[src/hdl/gxp_pkg.sv]
// Package with map, field positions and pad types of the GPIO block
`default_nettype none
package gxp_pkg;
    // Port geometry
    localparam int PORT_W = 8;                // Pins per port
    localparam int NPORT  = 6;                // Ports A, B, C, D, E, L
    localparam int PA     = 0;                // Keyboard scan port
    localparam int PB     = 1;                // Plain port
    localparam int PC     = 2;                // Port with pull-down, open-drain
    localparam int PD     = 3;                // Port shared with chip selects
    localparam int PE     = 4;                // Port shared with clock pins
    localparam int PL     = 5;                // Port shared with display

    // APB map, byte addresses
    localparam int          ADDR_W    = 8;
    localparam logic [7:0]  OFF_DIR   = 8'h00;  // Direction, port i at +4*i
    localparam logic [7:0]  OFF_VAL   = 8'h20;  // Pin value, port i at +4*i
    localparam logic [7:0]  OFF_CTYPE = 8'h40;  // Port C type select
    localparam logic [7:0]  OFF_CFUNC = 8'h44;  // Port C function select
    localparam logic [7:0]  OFF_DFUNC = 8'h48;  // Port D function select
    localparam logic [7:0]  OFF_MISC  = 8'h4c;  // Port misc control
    localparam logic [7:0]  OFF_DISP  = 8'h50;  // Display control
    localparam logic [7:0]  PORT_STEP = 8'h04;  // Stride between ports

    // Field positions
    localparam int MISC_PULL_BIT  = 7;        // Global pull-up enable
    localparam int MISC_EFUNC_LSB = 0;        // Port E function bits
    localparam int MISC_EFUNC_W   = 3;
    localparam int DISP_PWR_BIT   = 7;        // Display power-off bit

    // Reset values
    localparam logic [7:0]  RST_BYTE  = 8'h00;
    localparam logic [31:0] RD_ZERO   = 32'h0000_0000;

    // Debounce time for port A and its cycle count at 40 MHz
    localparam int CLK_PERIOD_NS = 25;
    localparam int DEB_TIME_NS   = 10000;
    localparam int DEB_CYC = (DEB_TIME_NS + CLK_PERIOD_NS - 1) / CLK_PERIOD_NS;

    // Drive of one port toward its pads
    typedef struct packed {
        logic [PORT_W-1:0] drv;               // Level to drive
        logic [PORT_W-1:0] oe_n;              // Low while pad is driven
        logic [PORT_W-1:0] pu;                // Pull-up on
        logic [PORT_W-1:0] pd;                // Pull-down on
    } gxp_pad_t;
endpackage
`default_nettype wire

[src/hdl/gxp_debounce.sv]
// Debouncer with change pulse for the keyboard scan port
`timescale 1ns/1ps
`default_nettype none
module gxp_debounce
    import gxp_pkg::*;
#(
    parameter int W   = PORT_W,               // Number of inputs
    parameter int CYC = DEB_CYC               // Stable cycles needed
) (
    input  wire logic         pclk,
    input  wire logic         presetn,
    input  wire logic         ce,
    input  wire logic [W-1:0] raw,
    output logic      [W-1:0] level_q,
    output logic              change_q
);
    localparam int CW = $clog2(CYC + 1);
    localparam logic [CW-1:0] CNT_END = CW'(CYC);

    // Refuse a zero debounce time
    if (CYC < 1) begin : g_chk
        $error("gxp_debounce: CYC must be at least one");
    end

    logic [W-1:0] diff;                       // Raw differs from level
    logic [W-1:0] settle;                     // Input held long enough

    // One counter per input, restarted whenever the input bounces back
    for (genvar i = 0; i < W; i++) begin : g_bit
        logic [CW-1:0] cnt_q;                 // Stable time so far
        assign diff[i]   = raw[i] ^ level_q[i];
        assign settle[i] = diff[i] && (cnt_q == CNT_END - CW'(1));
        always_ff @(posedge pclk or negedge presetn) begin
            if (!presetn) begin
                cnt_q <= '0;
            end else if (ce) begin
                cnt_q <= (diff[i] && !settle[i]) ? cnt_q + CW'(1) : '0;
            end
        end
    end

    // Accept settled inputs and pulse once in each cycle that accepts a change
    always_ff @(posedge pclk or negedge presetn) begin
        if (!presetn) begin
            level_q  <= '0;
            change_q <= 1'b0;
        end else if (ce) begin
            level_q  <= level_q ^ settle;     // see RULE10
            change_q <= |settle;              // see RULE16
        end
    end

    // A pulse always goes with a new debounced level
    change_level_a: assert property ( // see RULE16
        @(posedge pclk) disable iff (!presetn)
        ($past(ce) && change_q) |-> level_q != $past(level_q))
        else $error("change pulse without level change");
endmodule
`default_nettype wire

[src/hdl/gxp_gpio.sv]
// Six-port GPIO block with APB register access
//
// Local design decisions: the placing of the registers and register access over APB.
`timescale 1ns/1ps
`default_nettype none
// Overview of operation
// RULE1 - Forty-eight pins in six ports, each configurable
// RULE2 - Direction bit one makes output, zero input
// RULE3 - Input pin read returns live pin level
// RULE4 - Input write one selects pull-up; port C zero pull-down
// RULE5 - Other ports: cleared input bit means no pull
// RULE6 - Misc bit seven gates pull-ups of other ports
// RULE7 - Port C type bit enables chosen pull resistor
// RULE8 - Output pin drives written value, reads it back
// RULE9 - Port C type zero open-drain, one push-pull
// RULE10 - Port A debounced with transition request
// RULE11 - Ports C, D, E switched by function selects
// RULE12 - Port L is display's unless display powered off
// RULE13 - Function switch keeps direction and type settings
// RULE14 - Software sets direction, type before function switch
// RULE15 - Eight-bit ports with own direction, data, selects
// RULE16 - Request when any debounced port A input changes
module gxp_gpio
    import gxp_pkg::*;
#(
    parameter int DEB_CYCLES = DEB_CYC        // Port A debounce count
) (
    input  wire logic                          pclk,
    input  wire logic                          presetn,
    input  wire logic                          ce,
    input  wire logic                          psel,
    input  wire logic                          penable,
    input  wire logic                          pwrite,
    input  wire logic [ADDR_W-1:0]             paddr,
    input  wire logic [31:0]                   pwdata,
    input  wire logic [3:0]                    pstrb,
    output logic      [31:0]                   prdata,
    output logic                               pready,
    output logic                               pslverr,
    input  wire logic [NPORT-1:0][PORT_W-1:0]  pin_in,
    input  wire logic [NPORT-1:0][PORT_W-1:0]  alt_drv,
    output logic      [NPORT-1:0][PORT_W-1:0]  alt_sel_q,
    output gxp_pad_t  [NPORT-1:0]              pad_q,
    output logic                               porta_irq_q
);
    // Refuse a debounce time the counter cannot serve
    if (DEB_CYCLES < 1) begin : g_chk
        $error("gxp_gpio: DEB_CYCLES must be at least one");
    end

    // Pads leave reset as undriven inputs without pulls
    localparam gxp_pad_t PAD_RST = '{drv: '0, oe_n: '1, pu: '0, pd: '0};

    // Address match on word index, low two bits ignored
    function automatic logic addr_hit(input logic [ADDR_W-1:0] a,
                                      input logic [ADDR_W-1:0] off);
        addr_hit = (a[ADDR_W-1:2] == off[ADDR_W-1:2]);
    endfunction

    // Software-visible state
    logic [NPORT-1:0][PORT_W-1:0] dir_q;      // Direction per port
    logic [NPORT-1:0][PORT_W-1:0] val_q;      // Written value per port
    logic [PORT_W-1:0]            ctype_q;    // Port C type select
    logic [PORT_W-1:0]            cfunc_q;    // Port C function select
    logic [PORT_W-1:0]            dfunc_q;    // Port D function select
    logic [PORT_W-1:0]            misc_q;     // Port misc control
    logic [PORT_W-1:0]            disp_q;     // Display control

    // Bus side decode
    logic                         setup;      // Setup cycle seen
    logic                         wr_en;      // Write commits this edge
    logic [NPORT-1:0]             hit_dir;    // Direction reg addressed
    logic [NPORT-1:0]             hit_val;    // Value reg addressed
    logic                         hit_ctype;
    logic                         hit_cfunc;
    logic                         hit_dfunc;
    logic                         hit_misc;
    logic                         hit_disp;
    logic                         mapped;     // Any register addressed
    logic [PORT_W-1:0]            wbyte;      // Byte written
    logic [NPORT-1:0][PORT_W-1:0] rd_val;     // Value as read back
    logic [PORT_W-1:0]            rd_byte;    // Selected read byte

    // Pad side
    logic [NPORT-1:0][PORT_W-1:0] alt_sel_d;  // Pins lent to functions
    gxp_pad_t [NPORT-1:0]         pad_d;      // Next pad drive
    logic                         pull_en;    // Global pull-up enable
    logic [PORT_W-1:0]            deb_level;  // Debounced port A
    logic                         deb_change; // Port A level change

    // A setup cycle loads the answer; the access phase then completes
    assign setup = psel && !penable;
    assign wr_en = psel && penable && pwrite && pready && ce && pstrb[0];
    assign wbyte = pwdata[PORT_W-1:0];

    // Per-port register decode and read-back
    for (genvar i = 0; i < NPORT; i++) begin : g_dec
        localparam logic [ADDR_W-1:0] STEP = ADDR_W'(i * PORT_STEP);
        assign hit_dir[i] = addr_hit(paddr, OFF_DIR + STEP);
        assign hit_val[i] = addr_hit(paddr, OFF_VAL + STEP);
        // Input pins show the pad, output pins the stored value
        assign rd_val[i]  = (dir_q[i] & val_q[i])      // see RULE8
                          | (~dir_q[i] & pin_in[i]);   // see RULE3
    end

    assign hit_ctype = addr_hit(paddr, OFF_CTYPE);
    assign hit_cfunc = addr_hit(paddr, OFF_CFUNC);
    assign hit_dfunc = addr_hit(paddr, OFF_DFUNC);
    assign hit_misc  = addr_hit(paddr, OFF_MISC);
    assign hit_disp  = addr_hit(paddr, OFF_DISP);
    assign mapped    = |{hit_dir, hit_val, hit_ctype, hit_cfunc,
                         hit_dfunc, hit_misc, hit_disp};

    // Read byte selection; unmapped addresses read zero
    always_comb begin
        rd_byte = RST_BYTE;
        for (int i = 0; i < NPORT; i++) begin
            if (hit_dir[i]) begin
                rd_byte = dir_q[i];
            end
            if (hit_val[i]) begin
                rd_byte = rd_val[i];
            end
        end
        if (hit_ctype) begin
            rd_byte = ctype_q;
        end
        if (hit_cfunc) begin
            rd_byte = cfunc_q;
        end
        if (hit_dfunc) begin
            rd_byte = dfunc_q;
        end
        if (hit_misc) begin
            rd_byte = misc_q;
        end
        if (hit_disp) begin
            rd_byte = disp_q;
        end
    end

    // Bus answer registers: one wait-free access phase
    always_ff @(posedge pclk or negedge presetn) begin
        if (!presetn) begin
            pready  <= 1'b0;
            pslverr <= 1'b0;
            prdata  <= RD_ZERO;
        end else if (ce) begin
            pready  <= setup;
            pslverr <= setup && !mapped;
            if (setup) begin
                prdata <= {24'h00_0000, rd_byte};
            end
        end
    end

    // Port registers; writes land at the completing edge only
    always_ff @(posedge pclk or negedge presetn) begin
        if (!presetn) begin
            dir_q <= '0;
            val_q <= '0;
        end else begin
            for (int i = 0; i < NPORT; i++) begin
                if (wr_en && hit_dir[i]) begin
                    dir_q[i] <= wbyte;        // see RULE2
                end
                if (wr_en && hit_val[i]) begin
                    val_q[i] <= wbyte;        // see RULE4, RULE8
                end
            end
        end
    end

    // Shared control registers
    always_ff @(posedge pclk or negedge presetn) begin
        if (!presetn) begin
            ctype_q <= RST_BYTE;
            cfunc_q <= RST_BYTE;
            dfunc_q <= RST_BYTE;
            misc_q  <= RST_BYTE;
            disp_q  <= RST_BYTE;
        end else if (wr_en) begin
            if (hit_ctype) begin
                ctype_q <= wbyte;             // see RULE7, RULE9
            end
            if (hit_cfunc) begin
                cfunc_q <= wbyte;             // see RULE11
            end
            if (hit_dfunc) begin
                dfunc_q <= wbyte;             // see RULE11
            end
            if (hit_misc) begin
                misc_q  <= wbyte;             // see RULE6, RULE11
            end
            if (hit_disp) begin
                disp_q  <= wbyte;             // see RULE12
            end
        end
    end

    // Which pins are lent to system functions
    assign alt_sel_d[PA] = '0;
    assign alt_sel_d[PB] = '0;
    assign alt_sel_d[PC] = cfunc_q;                        // see RULE11
    assign alt_sel_d[PD] = dfunc_q;                        // see RULE11
    assign alt_sel_d[PE] = {{(PORT_W-MISC_EFUNC_W){1'b0}},
        misc_q[MISC_EFUNC_LSB +: MISC_EFUNC_W]};           // see RULE11
    assign alt_sel_d[PL] = {PORT_W{!disp_q[DISP_PWR_BIT]}}; // see RULE12

    assign pull_en = misc_q[MISC_PULL_BIT];

    // Pad drive per port; direction and type come from the GPIO
    // registers even when a function owns the data, so a function
    // switch never disturbs them (see RULE13)
    for (genvar i = 0; i < NPORT; i++) begin : g_pad     // see RULE1, RULE15
        logic [PORT_W-1:0] src;               // Data to drive
        assign src = (alt_sel_d[i] & alt_drv[i])
                   | (~alt_sel_d[i] & val_q[i]);
        assign pad_d[i].drv = src;            // see RULE8
        if (i == PC) begin : g_c
            // Type zero drops the high side: only lows are driven
            assign pad_d[i].oe_n = ~(dir_q[i]
                                   & (ctype_q | ~src));    // see RULE9
            // Value picks pull direction, type enables it
            assign pad_d[i].pu = ~dir_q[i] & val_q[i]
                               & ctype_q;                  // see RULE4, RULE7
            assign pad_d[i].pd = ~dir_q[i] & ~val_q[i]
                               & ctype_q;                  // see RULE4, RULE7
        end else begin : g_n
            assign pad_d[i].oe_n = ~dir_q[i];              // see RULE2, RULE9
            assign pad_d[i].pu = ~dir_q[i] & val_q[i]
                               & {PORT_W{pull_en}};        // see RULE6
            assign pad_d[i].pd = '0;                       // see RULE5
        end
    end

    // Port A debouncer feeding the transition request
    gxp_debounce #(
        .W   (PORT_W),
        .CYC (DEB_CYCLES)
    ) u_deb (                                              // see RULE10
        .pclk     (pclk),
        .presetn  (presetn),
        .ce       (ce),
        .raw      (pin_in[PA]),
        .level_q  (deb_level),
        .change_q (deb_change)
    );

    // Output flops for pads, function select and request
    always_ff @(posedge pclk or negedge presetn) begin
        if (!presetn) begin
            pad_q         <= {NPORT{PAD_RST}};           // see RULE2
            alt_sel_q     <= '0;
            alt_sel_q[PL] <= '1;                         // see RULE12
            porta_irq_q   <= 1'b0;
        end else if (ce) begin
            pad_q       <= pad_d;
            alt_sel_q   <= alt_sel_d;
            porta_irq_q <= deb_change;        // see RULE16
        end
    end

    // Port C never pulls both ways on one pin
    pull_exclusive_a: assert property ( // see RULE4
        @(posedge pclk) disable iff (!presetn)
        (pad_q[PC].pu & pad_q[PC].pd) == '0)
        else $error("port C pull-up and pull-down both on");

    // Direction bits steer the output enables of port B
    dir_enable_a: assert property ( // see RULE2
        @(posedge pclk) disable iff (!presetn)
        $past(ce) |-> pad_q[PB].oe_n == ~$past(dir_q[PB]))
        else $error("port B enable does not follow direction");

    // Reading port A with all pins input returns the pad level
    input_read_a: assert property ( // see RULE3
        @(posedge pclk) disable iff (!presetn)
        (setup && ce && !pwrite && addr_hit(paddr, OFF_VAL)
            && dir_q[PA] == '0)
        |=> prdata[PORT_W-1:0] == $past(pin_in[PA]))
        else $error("input read does not return pad level");

    // A completed write to port B value is held in val_q the next cycle
    write_back_a: assert property ( // see RULE8
        @(posedge pclk) disable iff (!presetn)
        (wr_en && hit_val[PB])
        |=> val_q[PB] == $past(wbyte) && pad_q[PB].drv == $past(val_q[PB]))
        else $error("port B value not stored");

    // Plain ports never pull down
    no_pulldown_a: assert property ( // see RULE5
        @(posedge pclk) disable iff (!presetn)
        (pad_q[PA].pd | pad_q[PB].pd | pad_q[PD].pd
            | pad_q[PE].pd | pad_q[PL].pd) == '0)
        else $error("pull-down on a port without one");

    // Global pull enable gates the port A pull-ups
    pull_gate_a: assert property ( // see RULE6
        @(posedge pclk) disable iff (!presetn)
        ($past(ce) && !$past(misc_q[MISC_PULL_BIT])) |-> pad_q[PA].pu == '0)
        else $error("pull-up on while globally disabled");

    // Open-drain pins of port C never drive high
    open_drain_a: assert property ( // see RULE9
        @(posedge pclk) disable iff (!presetn)
        $past(ce) |->
            (~pad_q[PC].oe_n & pad_q[PC].drv & ~$past(ctype_q)) == '0)
        else $error("open-drain pin driven high");

    // Port L belongs to the display while it is powered
    display_owns_a: assert property ( // see RULE12
        @(posedge pclk) disable iff (!presetn)
        $past(ce) |->
            alt_sel_q[PL] == {PORT_W{!$past(disp_q[DISP_PWR_BIT])}})
        else $error("port L ownership wrong");

    // Port E low pins follow the misc function bits
    port_e_func_a: assert property ( // see RULE11
        @(posedge pclk) disable iff (!presetn)
        $past(ce) |->
            alt_sel_q[PE][MISC_EFUNC_W-1:0]
                == $past(misc_q[MISC_EFUNC_LSB +: MISC_EFUNC_W]))
        else $error("port E function select wrong");

    // The request is one pulse, one cycle after the debouncer's
    irq_pulse_a: assert property ( // see RULE16
        @(posedge pclk) disable iff (!presetn)
        (ce && deb_change) |=> porta_irq_q)
        else $error("port A request missed");

    // Every setup cycle with ce high is answered in the next cycle
    bus_answer_a: assert property ( // see RULE15
        @(posedge pclk) disable iff (!presetn)
        (setup && ce) |=> pready && (pslverr == !$past(mapped)))
        else $error("setup cycle not answered");

    // Straight after reset the port A and port L pins are undriven inputs
    reset_input_a: assert property ( // see RULE2
        @(posedge pclk) disable iff (!presetn)
        $rose(presetn) |-> (&pad_q[PA].oe_n) && (&pad_q[PL].oe_n))
        else $error("pins driven straight after reset");

    // Port C input with value zero pulls down when enabled
    pull_down_a: assert property ( // see RULE4
        @(posedge pclk) disable iff (!presetn)
        $past(ce) && $past(ctype_q[0] && !dir_q[PC][0] && !val_q[PC][0])
        |-> pad_q[PC].pd[0])
        else $error("port C pull-down missing");
endmodule
`default_nettype wire

[config.mk]
export PLATFORM = sky130hd
export DESIGN_NAME = gxp_gpio
export DESIGN_NICKNAME = d
export VERILOG_FILES = /design/src/hdl/gxp_pkg.sv /design/src/hdl/gxp_debounce.sv /design/src/hdl/gxp_gpio.sv
export SDC_FILE = /design/constraint.sdc
export NUM_CORES = 1
export LEC_CHECK = 0
export ABC_AREA = 1
export BUFFER_PORTS_ARGS = -buffer_cell sky130_fd_sc_hd__clkbuf_2
export CELL_PAD_IN_SITES_DETAIL_PLACEMENT = 0
export CELL_PAD_IN_SITES_GLOBAL_PLACEMENT = 1
export CORE_MARGIN = 5
export CORE_UTILIZATION = 29
export CTS_CLUSTER_SIZE = 40
export DETAILED_ROUTE_END_ITERATION = 10
export PLACE_DENSITY_LB_ADDON = 0.25
export SLEW_MARGIN = 20
export SYNTH_ARGS = -nofsm -noshare
export SYNTH_HDL_FRONTEND = slang
export SYNTH_SLANG_ARGS = --single-unit
[constraint.sdc]
create_clock -name pclk -period 3.3 [get_ports pclk]
set_input_delay 0.165 -clock pclk [delete_from_list [all_inputs] [get_ports pclk]]
set_output_delay 0.165 -clock pclk [all_outputs]
set_load 0.005 [all_outputs]
==> impl_metrics.csv, run 1 <==
group,metric,value,unit
placed_design,gp_congestion,0.8399,
timing,holdWs,0.05850,ns
timing,timing.fmax,460.4,MHz
placed_design,pre_cts_slack,1.053,ns
pwr,p_leak,10.75,nW
global_route,grt_pass1_vias,15860,
global_route,track_usage,0.1875,
die,num_rows,92,
placed_design,hpwlAfterDp,48560,um
final_layout,multi_input_area,7193,um^2
timing,slew_headroom,0.2896,
setup_path,critPathMostFrequentCell,"nand2_1",
route,dr.first_iter.drc_count,1201,
setup_path,worst-path-buf-inv,0,
timing,setup_viol,0,
synthesis,synth_edf_count,0,
die,dieArea,69220,um^2
synthesis,yosys.area.top_type,"dfrtp_1",
synthesis,yosysSeqAreaShare,0.5421,
setup_path,critPathTopFamily,"simple AND/OR/NAND/NOR gates",
clock_tree,h-tree-depth,2,
global_route,grt_pass1_wl,101000,um
final_layout,regArea,10070,um^2
final_layout,final_nets,2621,
setup_path,cp_max_fo,6,
final_layout,syn_to_final_growth,22.15,%
hold_path,hold_class,"in2reg",
flow_run,cap_violations,0,
timing,period_needed,2.172,ns
route,dr_wl_met3,3908,um
setup_path,crit_path_max_incr_delay,0.56,ns
final_layout,mostFrequentLayoutCells,"658 x nand2_1, 351 x dfrtp_1, 283 x clkbuf_2, 240 x o21ai_0, 147 x inv_1",
timing,finalHoldViolations,0,
final_layout,drive_above_1_share,0.1961,
route,wl_met2,32110,um
clock_tree,cts_setup_buffers,0,
route,wire_per_inst,19.86,um
synthesis,synth-seq-cells,400,
synthesis,synth-warning-count,0,
die,dieHeight,263.1,um
clock_tree,cts.clk_slew.worst_paths,0.06,ns
route,ant_nets,0,
route,post_drt_via_cell_ratio,4.668,
synthesis,ys.flop_type,"dfrtp_1",
die,ios,421,
pwr,vdd_ir_drop_max,313.1,uV
setup_path,crit_chain,"o21ai_0 -> nor2_1 -> nor2_1 -> nand3_1 -> nand2_1 -> nand4_1 -> nand2_1 -> nand2_1 -> nand2_1 -> nand2_1 -> nand2_1 -> nand2_1",
die,core_area,63310,um^2
synthesis,yosys.area.top_type_share,0.4728,
timing,tns,0,ns
synthesis,synth_cell_type_count,50,
setup_path,cp-end-kind,"flip-flop",
clock_tree,cts-root-buf,"clkbuf_16",
timing,fin_crit_sh,0.6582,
global_route,grt_max_degree,156,
die,die_w,263.1,um
setup_path,criticalPathCategory,"reg2reg",
global_route,grt.overflow.total,0,
setup_path,critPathLaunchType,"flip-flop",
synthesis,async_reset_ff_frac,1.000,
route,met1_length,28580,um
global_route,antenna_found_initial,8,
clock_tree,clock_latency,0.59,ns
synthesis,synthCells,2161,
final_layout,fin_cells,3353,
timing,grt_setup_unrepaired,"no",
clock_tree,cts_resized,0,
placed_design,portBuffers,285,
synthesis,avgSynthCellArea,8.597,um^2
clock_tree,hold_buffers,36,
status,status,"finished clean",
route,routed_wl,66600,um
route,top_layer,"met5",
die,start_util,0.2934,
route,vias,15650,
setup_path,cp_slowest_cell,"o21ai_0",
setup_path,cp.required,3.78,ns
final_layout,layout_commonest_cell,"nand2_1",
setup_path,crit_arrival,2.65,ns
clock_tree,clock-sinks,400,
clock_tree,cts_buffer_depth,3,
pwr,power_per_cell_area,527.2,nW/um^2
route,drc,0,
route,drt_pass1_iterations,8,
synthesis,synth_area_leaders,"dfrtp_1 47%, nand2_1 13%, dfstp_2 6.9%",
timing,maxSlewViolCount,0,
placed_design,placedCellCount,3228,
clock_tree,cts_tree,"built",
final_layout,fin_util,0.3584,
clock_tree,cts_buffers,47,
final_layout,fillers,6641,
timing,setup_slack,1.128,ns
timing,worst_pin_slew,1.064,ns
synthesis,synth_area,18580,um^2
timing,finalClockSkew,0.02297,ns
==> path summary, 6_finish.rpt <==
| check | to | slack (ns) | depth (start not counted) | start |
|---|---|---|---|---|
| worst max-delay path | prdata[6]$_DFFE_PN0P_ | 1.13 | 12 | dir_q[22]$_DFFE_PN0P_ |
| worst min-delay path | prdata[0]$_DFFE_PN0P_ | 0.06 | 4 | penable |
| worst min register to register | pad_q[178]$_DFFE_PN1P_ | 0.47 | 2 | pad_q[178]$_DFFE_PN1P_ |
| worst max register to register | prdata[6]$_DFFE_PN0P_ | 1.13 | 12 | dir_q[22]$_DFFE_PN0P_ |
| max in group asynchronous | pad_q[19]$_DFFE_PN1P_ | 2.11 | 3 | presetn |
| min in group asynchronous | pad_q[76]$_DFFE_PN0P_ | 0.24 | 2 | presetn |
==> cells in the mapped netlist, types with 23 or more instances <==
master / count
nor2_1: 136
o21ai_0: 240
nor3_1: 30
buf_4: 94
inv_1: 148
o211ai_1: 23
a21oi_1: 49
nand4_1: 26
dfrtp_1: 351
clkbuf_1: 51
nand3_1: 44
nand2_1: 658
dfstp_2: 49
o31ai_1: 39
==> cells by family after synthesis <==
kind of cell	after synthesis	share of synthesized area
flip-flops	400	0.5421
XOR/XNOR	15	0.007072
buffers and inverters	336	0.08769
other	1	0.0002019
AO/OA/AOI/OAI	409	0.1264
adder cells (fa/ha/maj)	8	0.005388
multiplexers	13	0.007341
AND/OR/NAND/NOR	979	0.2238
==> layer usage <==
layer / vias to the layer above / GRT usage
li1: 7557 / -
met1: 7549 / 0.2452
met2: 438 / 0.3152
met3: 101 / 0.04053
met4: 8 / 0.05399
met5: - / 0
==> tightest hold or removal path: cells and delay by family <==
family / cells / cell delay, ns
and+or+nand+nor: 3 / 0.32
buffers and inverters: 1 / 0.11
==> flip-flops by register name (all words and copies together), names as in the netlist, named ones only <==
signal	flops
alt_sel_q	20
cfunc_q	8
ctype_q	8
dfunc_q	8
dir_q	48
disp_q	8
g_pad.src	16
misc_q	8
pad_q	152
porta_irq_q	1
prdata	8
pready	1
pslverr	1
u_deb.change_q	1
u_deb.g_bit.cnt_q	72
val_q	32
==> power breakdown <==
part | internal, mW | switching, mW
Sequential | 5.12 | 0.147
Clock | 3.59 | 2.18
Combinational | 0.328 | 0.601
==> cell type report <==
class,instances,share of cell area
inverters,168,0.02834
repair buffers,341,0.08921
clock inverters,19,0.01604
well taps,846,0.04665
multi-input cells,1509,0.3170
flip-flops and latches,400,0.4438
clock buffers,67,0.05866
diodes,3,0.0003308
==> stage by stage <==
stage	power, mW	area [um^2]
finish	11.96	22690
global route	12.47	22690
CTS	12.16	22690
detailed placement	6.258	20630
global placement	6.235	20630
floorplan	5.841	18890
Power figures use the tool's default switching activity.
==> run 2, diff against run 1 <==
==> constraint.sdc (replaced) <==
create_clock -name pclk -period 2 [get_ports pclk]
set_input_delay 0.1 -clock pclk [delete_from_list [all_inputs] [get_ports pclk]]
set_output_delay 0.1 -clock pclk [all_outputs]
set_load 0.005 [all_outputs]
==> run 2 against run 1 <==
Clock skew grew 0.0096 ns. Flip-flop and latch count is the same. Sequential share of layout area shrank 0.81 points. Combinational power grew 72%. Total power grew 59%. Non-clock buffer count grew 62. Cell count grew 2.0%. Fmax grew 17%. Utilization grew 0.67 points. Critical path type unchanged. Critical endpoint is now prdata[2]$_DFFE_PN0P_. Largest power group unchanged.
==> impl_metrics.csv, run 2 (synthesis gave the netlist of run 1 again) <==
group,metric,value,unit
final_layout,regArea,10070,um^2
pwr,p_leak,11.02,nW
timing,timing.fmax,536.9,MHz
global_route,antenna_found_initial,6,
setup_path,cp_slowest_cell,"dfrtp_1",
die,dieHeight,263.1,um
route,drt_pass1_iterations,5,
final_layout,mostFrequentLayoutCells,"658 x nand2_1, 351 x dfrtp_1, 283 x clkbuf_2, 240 x o21ai_0, 147 x inv_1",
timing,slew_headroom,0.5950,
final_layout,fillers,6596,
setup_path,crit_chain,"nand2_1 -> o21ai_0 -> nand2_1 -> nand3_1 -> nor2_1 -> nand4_1 -> nand2_1 -> nand4_1 -> nand2_1 -> nand4_1 -> nor2_1 -> nor2_1",
die,dieArea,69220,um^2
global_route,track_usage,0.1894,
setup_path,criticalPathCategory,"reg2reg",
die,start_util,0.2934,
timing,fin_crit_sh,0.9312,
global_route,grt_pass1_wl,102200,um
final_layout,finalInstanceArea,23120,um^2
route,vias,15900,
pwr,comb_power_share,0.084,
final_layout,multi_input_area,7203,um^2
placed_design,place_area,21160,um^2
clock_tree,h-tree-depth,2,
clock_tree,cts_buffers,48,
pwr,p_total,19.04,mW
clock_tree,cts_tree,"built",
die,num_rows,92,
clock_tree,cts-root-buf,"clkbuf_16",
final_layout,syn_to_final_growth,24.43,%
timing,finalClockSkew,0.03256,ns
setup_path,cp.required,2.48,ns
placed_design,hpwlAfterDp,50760,um
timing,worst_pin_slew,0.6074,ns
flow_run,cap_violations,0,
status,status,"finished clean",
pwr,p_sw,4.858,mW
global_route,grt.overflow.total,0,
setup_path,worst-path-buf-inv,0,
final_layout,layout_commonest_cell,"nand2_1",
global_route,grt_max_degree,65,
final_layout,largest-register,"pad_q",
final_layout,fin_util,0.3651,
route,ant_nets,0,
route,post_drt_via_cell_ratio,4.652,
timing,tns,0,ns
pwr,swShare,0.2552,
route,drc,0,
placed_design,portBuffers,285,
final_layout,top_regs,"pad_q (152), u_deb.g_bit.cnt_q (72), dir_q (48)",
placed_design,gp_congestion,0.8945,
setup_path,crit_path_max_incr_delay,0.40,ns
timing,maxSlewViolCount,0,
clock_tree,clock_latency,0.59,ns
setup_path,critPathTopFamily,"simple AND/OR/NAND/NOR gates",
die,core_area,63310,um^2
clock_tree,cts_setup_buffers,0,
pwr,seqPwrFrac,0.456,
pwr,clkPwrFrac,0.459,
setup_path,critPathMostFrequentCell,"nand2_1",
clock_tree,cts.clk_slew.worst_paths,0.06,ns
setup_path,cp-end-kind,"flip-flop",
pwr,power_per_cell_area,823.4,nW/um^2
die,die_w,263.1,um
timing,setup_viol,0,
route,wire_per_inst,19.84,um
final_layout,final_nets,2684,
route,routed_wl,67820,um
die,ios,421,
pwr,vdd_ir_drop_max,533.0,uV
timing,period_needed,1.862,ns
clock_tree,cts_buffer_depth,3,
setup_path,critPathLaunchType,"flip-flop",
timing,finalHoldViolations,0,
global_route,grt_pass1_vias,16040,
setup_path,cp_max_fo,4,
final_layout,largest_reg_flops,152,
pwr,p_int,14.18,mW
timing,grt_setup_unrepaired,"yes",
setup_path,crit_arrival,2.34,ns
hold_path,hold_class,"in2reg",
final_layout,drive_above_1_share,0.2149,
route,dr.first_iter.drc_count,1155,
clock_tree,clock-sinks,400,
## run 2: changes by cell type in the layout (fill, tap and decap cells not counted), moves of 2 or more
cell           delta
clkinvlp_4        +2
clkbuf_16         +2
nor2_1            -2
dlygate4sd3_1     +2
buf_12            +6
bufinv_16         -8
clkbuf_1          +5
nor2_2            +2
buf_4            +54
## run 2: what timing repair did
action                                 in CTS  in global routing
setup endpoints to repair                   0                  7
gates resized for setup                     0                  3
endpoints found under the hold margin     281                  0
hold buffers                               38                  0
## run 2: worst paths after layout
check	endpoint	slack (ns)	startpoint	cells after the start
worst max register to register	prdata[2]$_DFFE_PN0P_	0.14	dir_q[2]$_DFFE_PN0P_	12
max in group asynchronous	pad_q[181]$_DFFE_PN1P_	1.06	presetn	3
worst min register to register	pad_q[112]$_DFFE_PN1P_	0.47	pad_q[112]$_DFFE_PN1P_	2
min in group asynchronous	dir_q[43]$_DFFE_PN0P_	0.11	presetn	2
worst max-delay path	prdata[2]$_DFFE_PN0P_	0.14	dir_q[2]$_DFFE_PN0P_	12
worst min-delay path	dir_q[46]$_DFFE_PN0P_	0.03	pwdata[6]	4
## run 2: layer usage
| layer | vias up | track usage | wire [um] | part of all wire |
|---|---|---|---|---|
| met5 | - | 0 | 27 | 0.00040 |
| met4 | 4 | 0.04386 | 1518 | 0.022 |
| met3 | 82 | 0.04043 | 3887 | 0.057 |
| met2 | 402 | 0.3225 | 32940 | 0.49 |
| met1 | 7724 | 0.2489 | 29450 | 0.43 |
| li1 | 7692 | - | - | - |
## run 2: power by group through the flow
stage	Sequential (mW)	Clock [mW]	Combinational, mW
finish	8.69	8.74	1.60
global route	8.72	9.33	1.81
CTS	8.69	9.02	1.63
detailed placement	8.83	0	1.57
global placement	8.82	0	1.54
floorplan	8.77	0	0.867
## run 2: stage by stage
stage,instances,setup WS (ns),hold slack (ns)
3_3_place_gp,3288,0.03391,0.1238
2_1_floorplan,2245,0.3667,-0.1956
6_report,3419,0.1376,0.02951
5_1_grt,3415,-0.01191,0.03516
3_5_place_dp,3288,0.01295,0.1211
4_1_cts,3415,0.05015,0.0003045
## run 2: cell type report
| type | instances | area share |
|---|---|---|
| repair buffers | 403 | 0.1112 |
| flip-flops and latches | 400 | 0.4356 |
| clock inverters | 14 | 0.006387 |
| multi-input cells | 1509 | 0.3116 |
| well taps | 846 | 0.04579 |
| diodes | 4 | 0.0004330 |
| clock buffers | 75 | 0.06116 |
| inverters | 168 | 0.02782 |
## run 2: tightest hold or removal path: cells and delay by family
family	cells	cell delay [ns]
AOI/OAI and AO/OA	1	0.15
buffers and inverters	3	0.33
==> run 3, diff against run 2 <==
--- a/config.mk
+++ b/config.mk
@@ -11,6 +11,7 @@
 export CELL_PAD_IN_SITES_GLOBAL_PLACEMENT = 1
 export CORE_MARGIN = 5
 export CORE_UTILIZATION = 29
+export CTS_BUF_LIST = sky130_fd_sc_hd__clkbuf_16
 export CTS_CLUSTER_SIZE = 40
 export DETAILED_ROUTE_END_ITERATION = 10
 export PLACE_DENSITY_LB_ADDON = 0.25
==> run 3 against run 2 <==
Die area is the same. Critical path type unchanged. Clock-buffer cell count shrank 26. Via count grew 0.38%. Fmax grew 1.8%.
==> impl_metrics.csv, run 3 (synthesis gave the netlist of run 1 again) <==
group,metric,value,unit
status,status,"finished clean",
route,vias,15960,
timing,timing.fmax,546.4,MHz
setup_path,cp-startpoint,"dir_q[2]$_DFFE_PN0P_",
route,drt_pass1_iterations,7,
timing,period_needed,1.830,ns
die,num_rows,92,
timing,setup_slack,0.1697,ns
final_layout,fin_util,0.3636,
final_layout,top_regs,"pad_q (152), u_deb.g_bit.cnt_q (72), dir_q (48)",
final_layout,drive_above_1_share,0.2114,
timing,finalClockSkew,0.03037,ns
route,routed_wl,67850,um
clock_tree,cts_setup_buffers,0,
pwr,p_leak,11.04,nW
hold_path,hold_class,"in2reg",
global_route,grt.overflow.total,0,
setup_path,critPathLaunchType,"flip-flop",
clock_tree,cts_tree,"built",
final_layout,largest_reg_flops,152,
clock_tree,cts_buffers,48,
setup_path,cp_max_fo,4,
die,core_area,63310,um^2
global_route,antenna_found_initial,6,
flow_run,cap_violations,0,
clock_tree,clock-sinks,400,
timing,slew_headroom,0.5937,
setup_path,criticalPathCategory,"reg2reg",
route,wire_per_inst,19.86,um
placed_design,placedCellCount,3288,
clock_tree,cts_buffer_depth,3,
setup_path,cp-end-kind,"flip-flop",
route,dr.first_iter.drc_count,1124,
clock_tree,h-tree-depth,2,
die,start_util,0.2934,
final_layout,fin_cells,3417,
final_layout,final_nets,2684,
die,die_w,263.1,um
setup_path,r2r-start,"dir_q[2]$_DFFE_PN0P_",
final_layout,mostFrequentLayoutCells,"658 x nand2_1, 351 x dfrtp_1, 283 x clkbuf_2, 240 x o21ai_0, 164 x inv_1",
final_layout,syn_to_final_growth,23.92,%
pwr,power_per_cell_area,807.8,nW/um^2
placed_design,gp_congestion,0.8945,
timing,maxSlewViolCount,0,
die,dieHeight,263.1,um
timing,tns,0,ns
hold_path,holdCritStartpoint,"pwdata[6]",
die,dieArea,69220,um^2
placed_design,hpwlAfterDp,50760,um
timing,fin_crit_sh,0.9151,
route,post_drt_via_cell_ratio,4.672,
global_route,grt_pass1_wl,102300,um
global_route,track_usage,0.1895,
global_route,grt_pass1_vias,16030,
clock_tree,cts.clk_slew.worst_paths,0.06,ns
final_layout,largest-register,"pad_q",
setup_path,crit_arrival,2.31,ns
clock_tree,cts-root-buf,"clkbuf_16",
placed_design,pre_cts_slack,0.01295,ns
timing,setup_viol,0,
route,ant_nets,0,
final_layout,fillers,6612,
route,drc,0,
timing,grt_setup_unrepaired,"yes",
timing,worst_pin_slew,0.6094,ns
pwr,p_total,18.60,mW
pwr,vdd_ir_drop_max,529.7,uV
timing,finalHoldViolations,0,
die,ios,421,
clock_tree,clock_latency,0.59,ns
final_layout,layout_commonest_cell,"nand2_1",
global_route,grt_max_degree,65,
placed_design,portBuffers,285,
setup_path,cp.required,2.48,ns
==> run 3: cell types whose count changed in the layout (fill, tap and decap cells not counted), sizes merged <==
cell    before  now
clkbuf     358  332
inv        167  184
clkinv      11   20
diode        4    2
==> run 3: worst paths after layout <==
kind | endpoint | slack, ns | cells after the start
worst max-delay path | prdata[2]$_DFFE_PN0P_ | 0.17 | 12
min in group asynchronous | dir_q[43]$_DFFE_PN0P_ | 0.11 | 2
worst min-delay path | dir_q[46]$_DFFE_PN0P_ | 0.03 | 4
max in group asynchronous | pad_q[181]$_DFFE_PN1P_ | 1.06 | 3
worst max register to register | prdata[2]$_DFFE_PN0P_ | 0.17 | 12
worst min register to register | pad_q[112]$_DFFE_PN1P_ | 0.47 | 2
==> run 3: through the flow <==
stage,hold WS [ns],area (um^2)
3_5_place_dp,0.1211,21160
4_1_cts,0.0001313,23010
2_1_floorplan,-0.1956,18890
5_1_grt,0.03488,23020
6_report,0.02551,23020
3_3_place_gp,0.1238,21160
==> run 3: repair_timing <==
action                                  in CTS  in global routing
hold buffers                                38                  0
resized for setup                            0                  3
endpoints found under the hold margin      281                  0
endpoints found under the setup margin       0                  7
==> run 3: critical path, cell delays in order (launching register included) <==
cell and delay (ns):
dfrtp_1 0.40, nand2_1 0.07, o21ai_0 0.21, nand2_1 0.14, nand3_1 0.07, nor2_1 0.14, nand4_1 0.16, nand2_1 0.10
nand4_1 0.14, nand2_1 0.09, nand4_1 0.08, nor2_1 0.09, nor2_1 0.04
==> run 3: layout make-up <==
type | count | area [um^2] | area share
tap | 846 | 1059 | 0.04598
inverter | 168 | 643.1 | 0.02793
antenna | 2 | 5.005 | 0.0002174
sequential | 400 | 10070 | 0.4374
multi-input combinational | 1509 | 7203 | 0.3129
clock buffer | 49 | 1226 | 0.05326
timing repair buffer | 403 | 2570 | 0.1116
clock inverter | 40 | 245.2 | 0.01065
==> run 3: power by group <==
part	switching, mW	total (mW)	internal, mW
Clock	3.61	8.31	4.70
Sequential	0.244	8.69	8.44
Combinational	1.00	1.60	0.598
==> run 3: layer usage <==
layer	GRT usage	wire, um	vias to the layer above
li1	-	-	7693
met1	0.2493	29450	7767
met2	0.3225	32920	407
met3	0.04034	3887	91
met4	0.04386	1553	6
met5	0	42	-
